<file path="src/pkg/codec_regs_pkg.sv">
// constants, register map and carrier types of the codec control register bank
// assumes one clock (the link bit clock) and 16-bit register words
package codec_regs_pkg;

  localparam int          DATA_W   = 16;
  localparam int          INDEX_W  = 7;
  localparam int          SLOT_N   = 13;

  // register indices
  localparam logic [6:0]  IDX_CAPABILITY_AND_SOFT_RESET = 7'h00;
  localparam logic [6:0]  IDX_OUTPUT_VOLUME             = 7'h02;
  localparam logic [6:0]  IDX_MICROPHONE_BOOST          = 7'h0E;
  localparam logic [6:0]  IDX_RECORD_SOURCE_SELECT      = 7'h1A;
  localparam logic [6:0]  IDX_RECORD_GAIN               = 7'h1C;
  localparam logic [6:0]  IDX_FALLING_EDGE_IRQ_ENABLE   = 7'h60;
  localparam logic [6:0]  IDX_IRQ_STATUS_CLEAR          = 7'h62;
  localparam logic [6:0]  IDX_TOUCH_PANEL_CONTROL       = 7'h64;
  localparam logic [6:0]  IDX_CONVERTER_CONTROL         = 7'h66;
  localparam logic [6:0]  IDX_CONVERTER_RESULT          = 7'h68;
  localparam logic [6:0]  IDX_FEATURE_CONTROL_ONE       = 7'h6A;
  localparam logic [6:0]  IDX_FEATURE_CONTROL_TWO       = 7'h6C;
  localparam logic [6:0]  IDX_TEST_CONTROL              = 7'h6E;
  localparam logic [6:0]  IDX_CLIP_INTERRUPT_EXTRA      = 7'h70;
  localparam logic [6:0]  IDX_RESERVED_SLOT             = 7'h7A;
  localparam logic [6:0]  IDX_MAKER_CODE_HIGH           = 7'h7C;
  localparam logic [6:0]  IDX_MAKER_CODE_LOW            = 7'h7E;

  // storage slot numbers, one per stored register
  localparam int          SLOT_VOL    = 0;
  localparam int          SLOT_MIC    = 1;
  localparam int          SLOT_RSEL   = 2;
  localparam int          SLOT_RGAIN  = 3;
  localparam int          SLOT_NEGEN  = 4;
  localparam int          SLOT_ISTAT  = 5;
  localparam int          SLOT_TOUCH  = 6;
  localparam int          SLOT_ADCCTL = 7;
  localparam int          SLOT_ADCDAT = 8;
  localparam int          SLOT_FEAT1  = 9;
  localparam int          SLOT_FEAT2  = 10;
  localparam int          SLOT_TEST   = 11;
  localparam int          SLOT_EXTRA  = 12;

  localparam logic [SLOT_N-1:0][6:0] SLOT_INDEX = {
    IDX_CLIP_INTERRUPT_EXTRA, IDX_TEST_CONTROL, IDX_FEATURE_CONTROL_TWO,
    IDX_FEATURE_CONTROL_ONE, IDX_CONVERTER_RESULT, IDX_CONVERTER_CONTROL,
    IDX_TOUCH_PANEL_CONTROL, IDX_IRQ_STATUS_CLEAR, IDX_FALLING_EDGE_IRQ_ENABLE,
    IDX_RECORD_GAIN, IDX_RECORD_SOURCE_SELECT, IDX_MICROPHONE_BOOST,
    IDX_OUTPUT_VOLUME};

  // implemented bits of each slot; all other bits read zero
  localparam logic [SLOT_N-1:0][15:0] SLOT_MASK = {
    16'hE000, 16'h007F, 16'hFC37, 16'h7FFD, 16'h83FF, 16'h80BF,
    16'h3FFF, 16'hFBFF, 16'hFBFF, 16'h8F0F, 16'h0707, 16'h0040,
    16'hBF3F};

  // slots that software may write directly (IRQ status and clip slots are write-one-to-clear; the converter result slot is read-only)
  localparam logic [SLOT_N-1:0] SLOT_WRITABLE = 13'b0_1110_1101_1111;
  localparam logic [SLOT_N-1:0] SLOT_W1C      = 13'b1_0000_0010_0000;

  localparam logic [SLOT_N-1:0][15:0] SLOT_RESET = {
    16'h0000, 16'h0000, 16'h0000, 16'h0000, 16'h0000, 16'h0000,
    16'h0000, 16'h0000, 16'h0000, 16'h8000, 16'h0000, 16'h0000,
    16'h8000};

  localparam logic [15:0] CAPABILITY_VALUE = 16'h02A0;
  localparam logic [15:0] RESERVED_VALUE   = 16'h0000;
  localparam logic [15:0] RESULT_VALID_BIT = 16'h8000;
  localparam logic [2:0]  SOURCE_MIC_OR_COPY = 3'h0;
  localparam logic [2:0]  SOURCE_LINE_IN     = 3'h4;

  // arbitrary identification values
  localparam logic [15:0] MAKER_HIGH_DEFAULT = 16'h1234;
  localparam logic [15:0] MAKER_LOW_DEFAULT  = 16'h5678;

  typedef struct packed {
    logic       valid;
    logic       read;
    logic [6:0] index;
    logic [15:0] data;
  } link_cmd_type;

  typedef struct packed {
    logic        valid;
    logic [6:0]  index;
    logic [15:0] data;
  } link_status_type;

  typedef struct packed {
    logic       master_mute;
    logic [5:0] left_playback_attenuation;
    logic [5:0] right_playback_attenuation;
    logic       mic_boost;
    logic [2:0] left_record_source;
    logic [2:0] right_record_source;
    logic       right_copies_left;
    logic       record_mute;
    logic [3:0] left_record_gain;
    logic [3:0] right_record_gain;
  } audio_ctrl_type;

  typedef struct packed {
    logic [SLOT_N-1:0][15:0] regs;
    logic                    pend_valid;
    logic [6:0]              pend_index;
    logic [15:0]             pend_data;
    link_status_type         status;
  } bank_state_type;

endpackage

</file>
<file path="src/codec_control_regs.sv">
// codec control and status register bank behind the link command/status slots
// assumes slot contents are delivered parallel, synchronous to clk_i
module codec_control_regs
  import codec_regs_pkg::*;
(
  input  wire logic            clk_i,              // link bit clock
  input  wire logic            resetn_i,           // asynchronous reset, active low
  input  wire logic            frame_start_i,      // one-cycle pulse at each frame start
  input  wire link_cmd_type    cmd_i,              // command slots, sampled at frame start
  output link_status_type      status_o,           // status slots for the current frame
  output audio_ctrl_type       audio_o,            // decoded audio settings
  output logic [15:0]          irq_enable_o,       // falling-edge interrupt enables
  output logic [15:0]          touch_control_o,    // touch panel control word
  output logic [15:0]          converter_control_o,// converter control word
  output logic [15:0]          feature_one_o,      // feature control word one
  output logic [15:0]          feature_two_o,      // feature control word two
  output logic [15:0]          test_control_o,     // test control word
  input  wire logic [15:0]     irq_event_i,        // interrupt events, one-cycle pulses
  input  wire logic [2:0]      clip_event_i,       // clip events: left, right, global
  input  wire logic            conv_start_i,       // converter sequence started
  input  wire logic            conv_done_i,        // converter result ready
  input  wire logic [9:0]      conv_value_i        // converter result
);

  logic [1:0]     rst_sync_q;
  logic           rst_n;
  bank_state_type state_q;
  bank_state_type state_d;
  logic [15:0]    read_value;
  logic           write_now;
  logic           soft_reset;
  logic [SLOT_N-1:0] hit;

  always_ff @(posedge clk_i or negedge resetn_i)
  begin
    if (!resetn_i)
      rst_sync_q <= 2'b00;
    else
      rst_sync_q <= {rst_sync_q[0], 1'b1};
  end

  assign rst_n      = rst_sync_q[1];
  assign write_now  = frame_start_i && cmd_i.valid && !cmd_i.read;
  assign soft_reset = write_now && (cmd_i.index == IDX_CAPABILITY_AND_SOFT_RESET);

  // per-slot decode; an odd index matches no slot since all slot indices are even
  for (genvar s = 0; s < SLOT_N; s++)
  begin : g_decode
    assign hit[s] = (cmd_i.index == SLOT_INDEX[s]);
  end

  always_comb
  begin
    read_value = 16'h0000;
    for (int s = 0; s < SLOT_N; s++)
    begin
      if (hit[s])
        read_value = state_q.regs[s] & SLOT_MASK[s];
    end
    case (cmd_i.index)
      IDX_CAPABILITY_AND_SOFT_RESET: read_value = CAPABILITY_VALUE;
      IDX_RESERVED_SLOT:             read_value = RESERVED_VALUE;
      IDX_MAKER_CODE_HIGH:           read_value = MAKER_HIGH_DEFAULT;
      IDX_MAKER_CODE_LOW:            read_value = MAKER_LOW_DEFAULT;
      default:                       read_value = read_value;
    endcase
  end

  always_comb
  begin
    state_d = state_q;
    if (frame_start_i)
    begin
      // answer last frame's read now, then take this frame's command
      state_d.status.valid = state_q.pend_valid;
      state_d.status.index = state_q.pend_index;
      state_d.status.data  = state_q.pend_data;
      state_d.pend_valid   = cmd_i.valid && cmd_i.read;
      state_d.pend_index   = cmd_i.index;
      state_d.pend_data    = read_value;
    end
    for (int s = 0; s < SLOT_N; s++)
    begin
      if (write_now && hit[s] && SLOT_WRITABLE[s])
        state_d.regs[s] = cmd_i.data & SLOT_MASK[s];
      if (write_now && hit[s] && SLOT_W1C[s])
        state_d.regs[s] = state_q.regs[s] & ~(cmd_i.data & SLOT_MASK[s]);
    end
    // hardware sets land after the clear so they win
    state_d.regs[SLOT_ISTAT] = state_d.regs[SLOT_ISTAT]
                             | (irq_event_i & SLOT_MASK[SLOT_ISTAT]);
    state_d.regs[SLOT_EXTRA] = state_d.regs[SLOT_EXTRA] | {clip_event_i, 13'h0000};
    if (conv_start_i)
      state_d.regs[SLOT_ADCDAT] = state_q.regs[SLOT_ADCDAT] & ~RESULT_VALID_BIT;
    if (conv_done_i)
      state_d.regs[SLOT_ADCDAT] = RESULT_VALID_BIT | {6'h00, conv_value_i};
    if (soft_reset)
      state_d.regs = SLOT_RESET;
  end

  always_ff @(posedge clk_i or negedge rst_n)
  begin
    if (!rst_n)
    begin
      state_q.regs       <= SLOT_RESET;
      state_q.pend_valid <= 1'b0;
      state_q.pend_index <= 7'h00;
      state_q.pend_data  <= 16'h0000;
      state_q.status     <= '0;
    end
    else
      state_q <= state_d;
  end

  always_comb
  begin
    status_o                            = state_q.status;
    audio_o.master_mute                 = state_q.regs[SLOT_VOL][15];
    audio_o.left_playback_attenuation   = state_q.regs[SLOT_VOL][13:8];
    audio_o.right_playback_attenuation  = state_q.regs[SLOT_VOL][5:0];
    audio_o.mic_boost                   = state_q.regs[SLOT_MIC][6];
    audio_o.left_record_source          = state_q.regs[SLOT_RSEL][10:8];
    audio_o.right_record_source         = state_q.regs[SLOT_RSEL][2:0];
    audio_o.right_copies_left           = (state_q.regs[SLOT_RSEL][2:0]
                                          == SOURCE_MIC_OR_COPY);
    audio_o.record_mute                 = state_q.regs[SLOT_RGAIN][15];
    audio_o.left_record_gain            = state_q.regs[SLOT_RGAIN][11:8];
    audio_o.right_record_gain           = audio_o.right_copies_left
                                          ? state_q.regs[SLOT_RGAIN][11:8]
                                          : state_q.regs[SLOT_RGAIN][3:0];
    irq_enable_o        = state_q.regs[SLOT_NEGEN];
    touch_control_o     = state_q.regs[SLOT_TOUCH];
    converter_control_o = state_q.regs[SLOT_ADCCTL];
    feature_one_o       = state_q.regs[SLOT_FEAT1];
    feature_two_o       = state_q.regs[SLOT_FEAT2];
    test_control_o      = state_q.regs[SLOT_TEST];
  end

endmodule
</file>
<file path="config.mk">
export PLATFORM = sky130hd
export DESIGN_NAME = codec_control_regs
export DESIGN_NICKNAME = d
export VERILOG_FILES = /design/src/pkg/codec_regs_pkg.sv /design/src/codec_control_regs.sv
export SDC_FILE = /design/constraint.sdc
export NUM_CORES = 1
export LEC_CHECK = 0
export BUFFER_PORTS_ARGS = -buffer_cell sky130_fd_sc_hd__buf_2
export CORE_MARGIN = 2
export CORE_UTILIZATION = 51
export DETAILED_ROUTE_END_ITERATION = 7
export GPL_TIMING_DRIVEN = 1
export PLACE_DENSITY_LB_ADDON = 0.15
export SETUP_SLACK_MARGIN = 0.05
export SYNTH_ARGS = -nofsm -noshare
export SYNTH_HDL_FRONTEND = slang
export SYNTH_SLANG_ARGS = --single-unit
</file>
<file path="constraint.sdc">
create_clock -name clk_i -period 11.4 [get_ports clk_i]
set_input_delay 1.71 -clock clk_i [delete_from_list [all_inputs] [get_ports clk_i]]
set_output_delay 1.71 -clock clk_i [all_outputs]
set_load 0.01 [all_outputs]
</file>
==> results of run 1 <==
-- per-stage QoR --
step	instance area, sq um	power (mW)	setup slack [ns]	util [%]	hold slack (ns)
detailed placement	9408	0.8798	6.499	52.19	0.3410
global placement	9408	0.8760	6.544	52.19	0.3366
global route	10090	1.605	6.658	55.98	0.3685
CTS	10090	1.555	6.956	55.98	0.3567
floorplan	9482	0.8435	6.106	-	0.3312
finish	10090	1.550	6.861	55.98	0.3528
-- cell usage in the layout, fill, tap and decap left out, drive strengths merged, types with 3 or more instances in the layout --
master	instances
a21oi	54
nand2	156
o2bb2ai	3
or3	3
clkinv	4
nand2b	6
bufinv	6
nor3	16
dfrtp	175
o2111ai	3
nand3b	4
mux2i	23
o21ai	148
nand3	7
a22oi	7
o211ai	7
inv	23
clkbuf	19
conb	28
a2bb2oi	5
nor2b	3
a211oi	9
buf	190
nor2	75
mux2	31
or2	3
o22ai	11
and2	3
-- worst register-to-register path: cells and delay by family (launching register included) --
family                 cells  cell delay, ns
flip-flops                 1            0.84
buffers and inverters      2            1.64
-- layout make-up --
class	count	share of cell area, %
Clock inverter	13	2.269
Sequential cell	177	43.96
Inverter	21	0.7812
Clock buffer	19	4.489
Multi-Input combinational cell	646	35.99
Tap cell	229	2.840
Timing Repair Buffer	190	9.673
-- sequential cells by signal, summed over array words and instances (netlist names) --
| name | count |
|---|---|
| audio_o | 25 |
| rst_sync_q | 2 |
| feature_one_o | 14 |
| irq_enable_o | 15 |
| state_q | 57 |
| feature_two_o | 11 |
| test_control_o | 7 |
| status_o | 24 |
| converter_control_o | 8 |
| touch_control_o | 14 |
-- layer usage --
layer	share of wire (%)	up-vias	track usage, %
met5	0	-	0
met4	3.3	0	10.68
met2	47	347	43.91
met3	7.1	59	4.611
li1	-	3404	-
met1	43	3610	39.31
-- kinds of logic (layout without fill, tap and decap cells) --
kind of cell	Yosys count	after routing	synth area share, %
mux	55	55	6.413
other cells	2	28	0.08003
buf+inv	222	243	15.16
simple gates	290	290	14.20
compound gates	273	273	16.92
flops	177	177	47.23
-- power by group through the flow --
stage	Clock, mW	Sequential, mW	Combinational (mW)
after global routing	0.715	0.702	0.189
after global placement	0	0.707	0.169
final	0.682	0.697	0.171
after detailed placement	0	0.709	0.171
after floorplan	0	0.703	0.140
after CTS	0.686	0.697	0.172
-- final timing paths --
check,to,slack (ns),depth (start not counted)
max in group asynchronous,state_q[34],9.00,2
min,rst_sync_q[1],0.35,0
min in group asynchronous,irq_enable_o[9],0.36,0
max,irq_enable_o[0],6.86,8
max reg2reg,state_q[34],9.00,2
min reg2reg,rst_sync_q[1],0.35,0
==> summary.md, run 1 <==
| Metric | Value |
|---|---|
| Cells after Synth | ~1,000 |
| Synth area leaders | dfrtp_1 (47%), buf_4 (12%), nand2_1 (6.2%) |
| Status | finished, final reports clean |
| Peak supply drop | roughly 0.00012 V |
| Hold Path Class | flip-flop to flip-flop |
| Maximum buffer depth of the clock tree | 2 |
| Yosys warnings | 0 |
| Layout cell share with drive strength beyond 1 | 25.98% |
| Placed Cells | roughly 1,300 |
| PwrDens | 153.6 nW/um^2 |
| CTS Buf Count | 17 |
| Critical Path RT | around 12 ns |
| Drt drc | 0 |
| Final net count | around 1,100 |
| Syn Area/Cell | slightly above 9 sq um |
| Most numerous cell in the Yosys netlist | dfrtp_1 |
| Die width | 139.6 um |
| Vias post-DR | between 7,000 and 8,000 |
| TritonCTS clock tree | yes |
| Die Area | just under 20,000 sq um |
| Leakage | between 4 and 5 nW |
| Synthesized flop and latch total | ~180 |
| Clk network pwr share | between 40% and 50% |
| Slowest stage delay, CP | about 0.73 ns |
| Launch point of the worst reg-to-reg path | rst_sync_q[1] |
| First-pass GRT wire length | 41,640 um |
| RePlAce Congestion | roughly 0.9 |
| Via/cell ratio | ~5.7 |
| Synthesized area | 9384 sq um |
| Share of power burned in registers | between 40% and 50% |
| Top cell type's share of synthesized area | a little under half |
| Net Sw Frac | between 20% and 30% |
| Max-cap violations | 0 |
| Buf/Inv on CP | 2 |
| Congestion Overflow GR | 0 |
| Fin. Hold Viols | 0 |
| Crit path DAT | 4.84 ns |
| Total track usage | between 20 and 30% |
| Crit Path Class | primary input to flip-flop |
| Critical Path Source | frame_start_i |
| Internal power | between 1 and 1.5 mW |
| EDFF count, synth | 0 |
| Hpwl dp | 19,280 um |
| Area growth syn-to-layout | 7.520% |
| Post-CTS setup buffers | 0 |
| Cell taking the most area after synthesis | dfrtp_1 |
| Switching power | ~400 uW |
| # hold bufs at CTS | 0 |
| Min-delay src | rst_sync_q[0] |
| Startpoint Class | primary input |
| Max Slew Vio Count | 0 |
| FFs w/ async S/R, synth | 100.0% |
| Crit-path slowest cell | nor2_1 |
| Largest net degree at the start of global routing | between 70 and 80 |
| Clk sink count | about 180 |
| Final setup fails | 0 |
| Cell family with most CP delay | simple AND/OR/NAND/NOR gates |
| Seq/Total Area, Yosys | between 40% and 50% |
| Antenna cells | 0 |
| Htree depth | 4 |
| Worst skew pair latency | approximately 0.44 ns |
| Worst Setup End Kind | flip-flop |
| Slew headroom | between 20% and 30% |
| Ys flop type | dfrtp_1 |
| CTS resizes | 0 |
| Fmax | 220.3 MHz |
| Starting density of the core | a little over half |
| Drt wl/cell | between 20 and 25 um |
| Crit path cell chain | buf_2, buf_4, nand2_1, nor2_1, and2_1, nand2_2, nand2_1, o21ai_0 |
| FF/Latch Area | ~4400 sq um |
| Number of routed nets with antenna violations | 0 |
| RSZ-0062 raised after global routing | no |
| CTS root buffer | clkbuf_16 |
| Least-Margin Pin Slew | 1.168 ns |
| Setup Skew | roughly 0.0072 ns |
| Clk pin slew, worst setup/hold paths | 0.07 ns |
| Non-filler instance count after layout | 1,295 |
| Core Box Area | roughly 18,000 sq um |
| Layout filler cell count | 1,647 |
| Post-Route WL | 27,030 um |
| CP dominant cell by count | nand2_1 |
| Area taken by multi-input logic gates | between 3000 and 4000 sq um |
| Die H | about 140 um |
| Row cnt | between 40 and 50 |
| DRT iter0 DRCs | between 700 and 800 |
| Number of global-route vias before repair | 6,930 |
| Initial antenna violation count | 0 |
| Crit path max fanout | 59 |
| Min Tclk post-route | between 4 and 5 ns |
| Ports | approximately 210 |
| Setup TNS Final | 0 ns |
| Comb power frac | 11.1% |
| Drt pass-1 iters | 5 |
| Port-buffer cells | 180 |
| Period utilisation layout | between 30 and 40% |
| Post-synth cell types | between 70 and 80 |
| Most common library cells after synthesis | dfrtp_1 (175), nand2_1 (154), buf_4 (148) |
No activity file was read; power rests on OpenSTA's default activity.
==> inputs of run 2 (changes only) <==
--- a/config.mk
+++ b/config.mk
@@ -7,7 +7,7 @@
 export LEC_CHECK = 0
 export BUFFER_PORTS_ARGS = -buffer_cell sky130_fd_sc_hd__buf_2
 export CORE_MARGIN = 2
-export CORE_UTILIZATION = 51
+export CORE_UTILIZATION = 50
 export DETAILED_ROUTE_END_ITERATION = 7
 export GPL_TIMING_DRIVEN = 1
 export PLACE_DENSITY_LB_ADDON = 0.15
==> constraint.sdc (replaced) <==
create_clock -name clk_i -period 3.85 [get_ports clk_i]
set_input_delay 0.5775 -clock clk_i [delete_from_list [all_inputs] [get_ports clk_i]]
set_output_delay 0.5775 -clock clk_i [all_outputs]
set_load 0.01 [all_outputs]
==> run 2 against run 1 <==
Clock skew down 0.0017 ns. Non-clock buffer count is 12 higher. Final cell count increased by 1.3%. Design area is essentially flat. Worst setup slack got worse by 5.6 ns. Die area up 1.9%. Total power rose to 2.8 times the previous value. First-iteration DRC count is 12% lower.
==> summary.md, run 2 (synthesized netlist as in run 1, its figures left out) <==
| Metric | Value |
|---|---|
| Starting density of the core | 50.51% |
| Final net count | about 1,100 |
| Most frequent cells in the layout | buf_2 (180), dfrtp_1 (174), nand2_1 (154), o21ai_0 (98), nor2_1 (72) |
| Setup Skew | 0.005521 ns |
| Drt pass-1 iters | 5 |
| Drt drc | 0 |
| First-pass GRT wire length | around 42,000 um |
| CTS root buffer | clkbuf_16 |
| Final setup fails | 0 |
| Via/cell ratio | 5.641 |
| Drt wl/cell | between 20 and 25 um |
| Congestion Overflow GR | 0 |
| Area growth syn-to-layout | 7.533% |
| Crit path DAT | just under 3 ns |
| Row cnt | 50 |
| Post-CTS setup buffers | 0 |
| Crit Path Class | primary input to flip-flop |
| Final worst slack | roughly 1.2 ns |
| TritonCTS clock tree | yes |
| Core Util, Final | 54.31% |
| Number of global-route vias before repair | between 7,000 and 8,000 |
| Vias post-DR | 7,401 |
| Clk sink count | around 180 |
| Min Tclk post-route | roughly 2.6 ns |
| Period utilisation layout | 68.11% |
| Worst Setup End Kind | flip-flop |
| Layout cell share with drive strength beyond 1 | about a quarter |
| Peak supply drop | 0.0003161 V |
| Crit path max fanout | 35 |
| PwrDens | 425.8 nW/um^2 |
| Ports | about 210 |
| Hold Path Class | flip-flop to flip-flop |
| Commonest non-fill, non-tap cell in the layout | buf_2 |
| Leakage | between 4 and 5 nW |
| Hold_ws | between 0.3 and 0.4 ns |
| DRT iter0 DRCs | around 640 |
| Critical Path RT | approximately 4.1 ns |
| Clk pin slew, worst setup/hold paths | ~0.070 ns |
| Startpoint Class | primary input |
| Dpl ws | 0.7836 ns |
| Total track usage | between 20% and 30% |
| RSZ-0062 raised after global routing | no |
| Slew headroom | between 20 and 30% |
| Port-buffer cells | 180 |
| Fmax | about 380 MHz |
| Max Slew Vio Count | 0 |
| Least-Margin Pin Slew | about 1.1 ns |
| Htree depth | 4 |
| Die H | 141.0 um |
| Initial antenna violation count | 0 |
| Largest net degree at the start of global routing | between 70 and 80 |
| Maximum buffer depth of the clock tree | 2 |
| Die width | 141.0 um |
| Hpwl dp | ~20,000 um |
| Worst skew pair latency | 0.43 ns |
| Post-Route WL | ~28,000 um |
| RePlAce Congestion | 0.9419 |
| Max-cap violations | 0 |
| CTS Buf Count | 17 |
| Core Box Area | 18,580 sq um |
| Largest register FFs | 57 |
| Die Area | between 15,000 and 20,000 sq um |
| Status | finished, final reports clean |
| Setup TNS Final | 0 ns |
| Number of routed nets with antenna violations | 0 |
| Antenna cells | 0 |
| Top reg by flops | state_q |
| Fin. Hold Viols | 0 |
[run 2: power breakdown]
group | internal [mW] | switching [mW]
sequential | 1.97 | 0.0999
combinational | 0.195 | 0.317
clock | 0.955 | 0.759
[run 2: path summary, 6_finish.rpt]
check	startpoint	end	slack, ns	cells after the start
worst max-delay path	cmd_i[19]	test_control_o[4]	1.23	6
worst min-delay path	rst_sync_q[0]	rst_sync_q[1]	0.35	0
worst max register to register	converter_control_o[15]	state_q[39]	2.03	6
worst min register to register	rst_sync_q[0]	rst_sync_q[1]	0.35	0
max in group asynchronous	rst_sync_q[1]	status_o[6]	2.41	1
min in group asynchronous	resetn_i	rst_sync_q[1]	0.46	2
[run 2: area by class of cell]
class	count	area, sq um
fill	1779	8489
inverter	21	78.83
clock buffer	19	432.9
timing repair buffer	202	1081
sequential	177	4436
tap	234	292.8
clock inverter	13	138.9
multi-input combinational	646	3631
[run 2: per-layer routing]
layer / GRT usage, % / vias to the layer above / share of wire (%)
li1: - / 3428 / -
met1: 40.02 / 3576 / 43
met5: 0 / - / 0
met3: 5.265 / 58 / 7.0
met4: 12.21 / 0 / 3.6
met2: 42.82 / 339 / 46
[run 2: critical path: stages]
cell     delay, ns
buf_2         0.57
nor4_1        0.16
buf_4         0.23
and2_1        0.23
o21ai_1       0.86
o21ai_0       0.24
[run 2: stage by stage]
stage	power (mW)	instances	area (sq um)
2_1_floorplan	2.497	1045	9483
3_5_place_dp	2.614	1279	9509
3_3_place_gp	2.603	1279	9509
5_1_grt	4.465	1312	10090
4_1_cts	4.311	1312	10090
6_report	4.296	1312	10090
[run 2: timing repair]
action	in CTS	in global routing
hold buffers	1	0
hold endpoints to repair	2	0
gates resized for setup	0	0
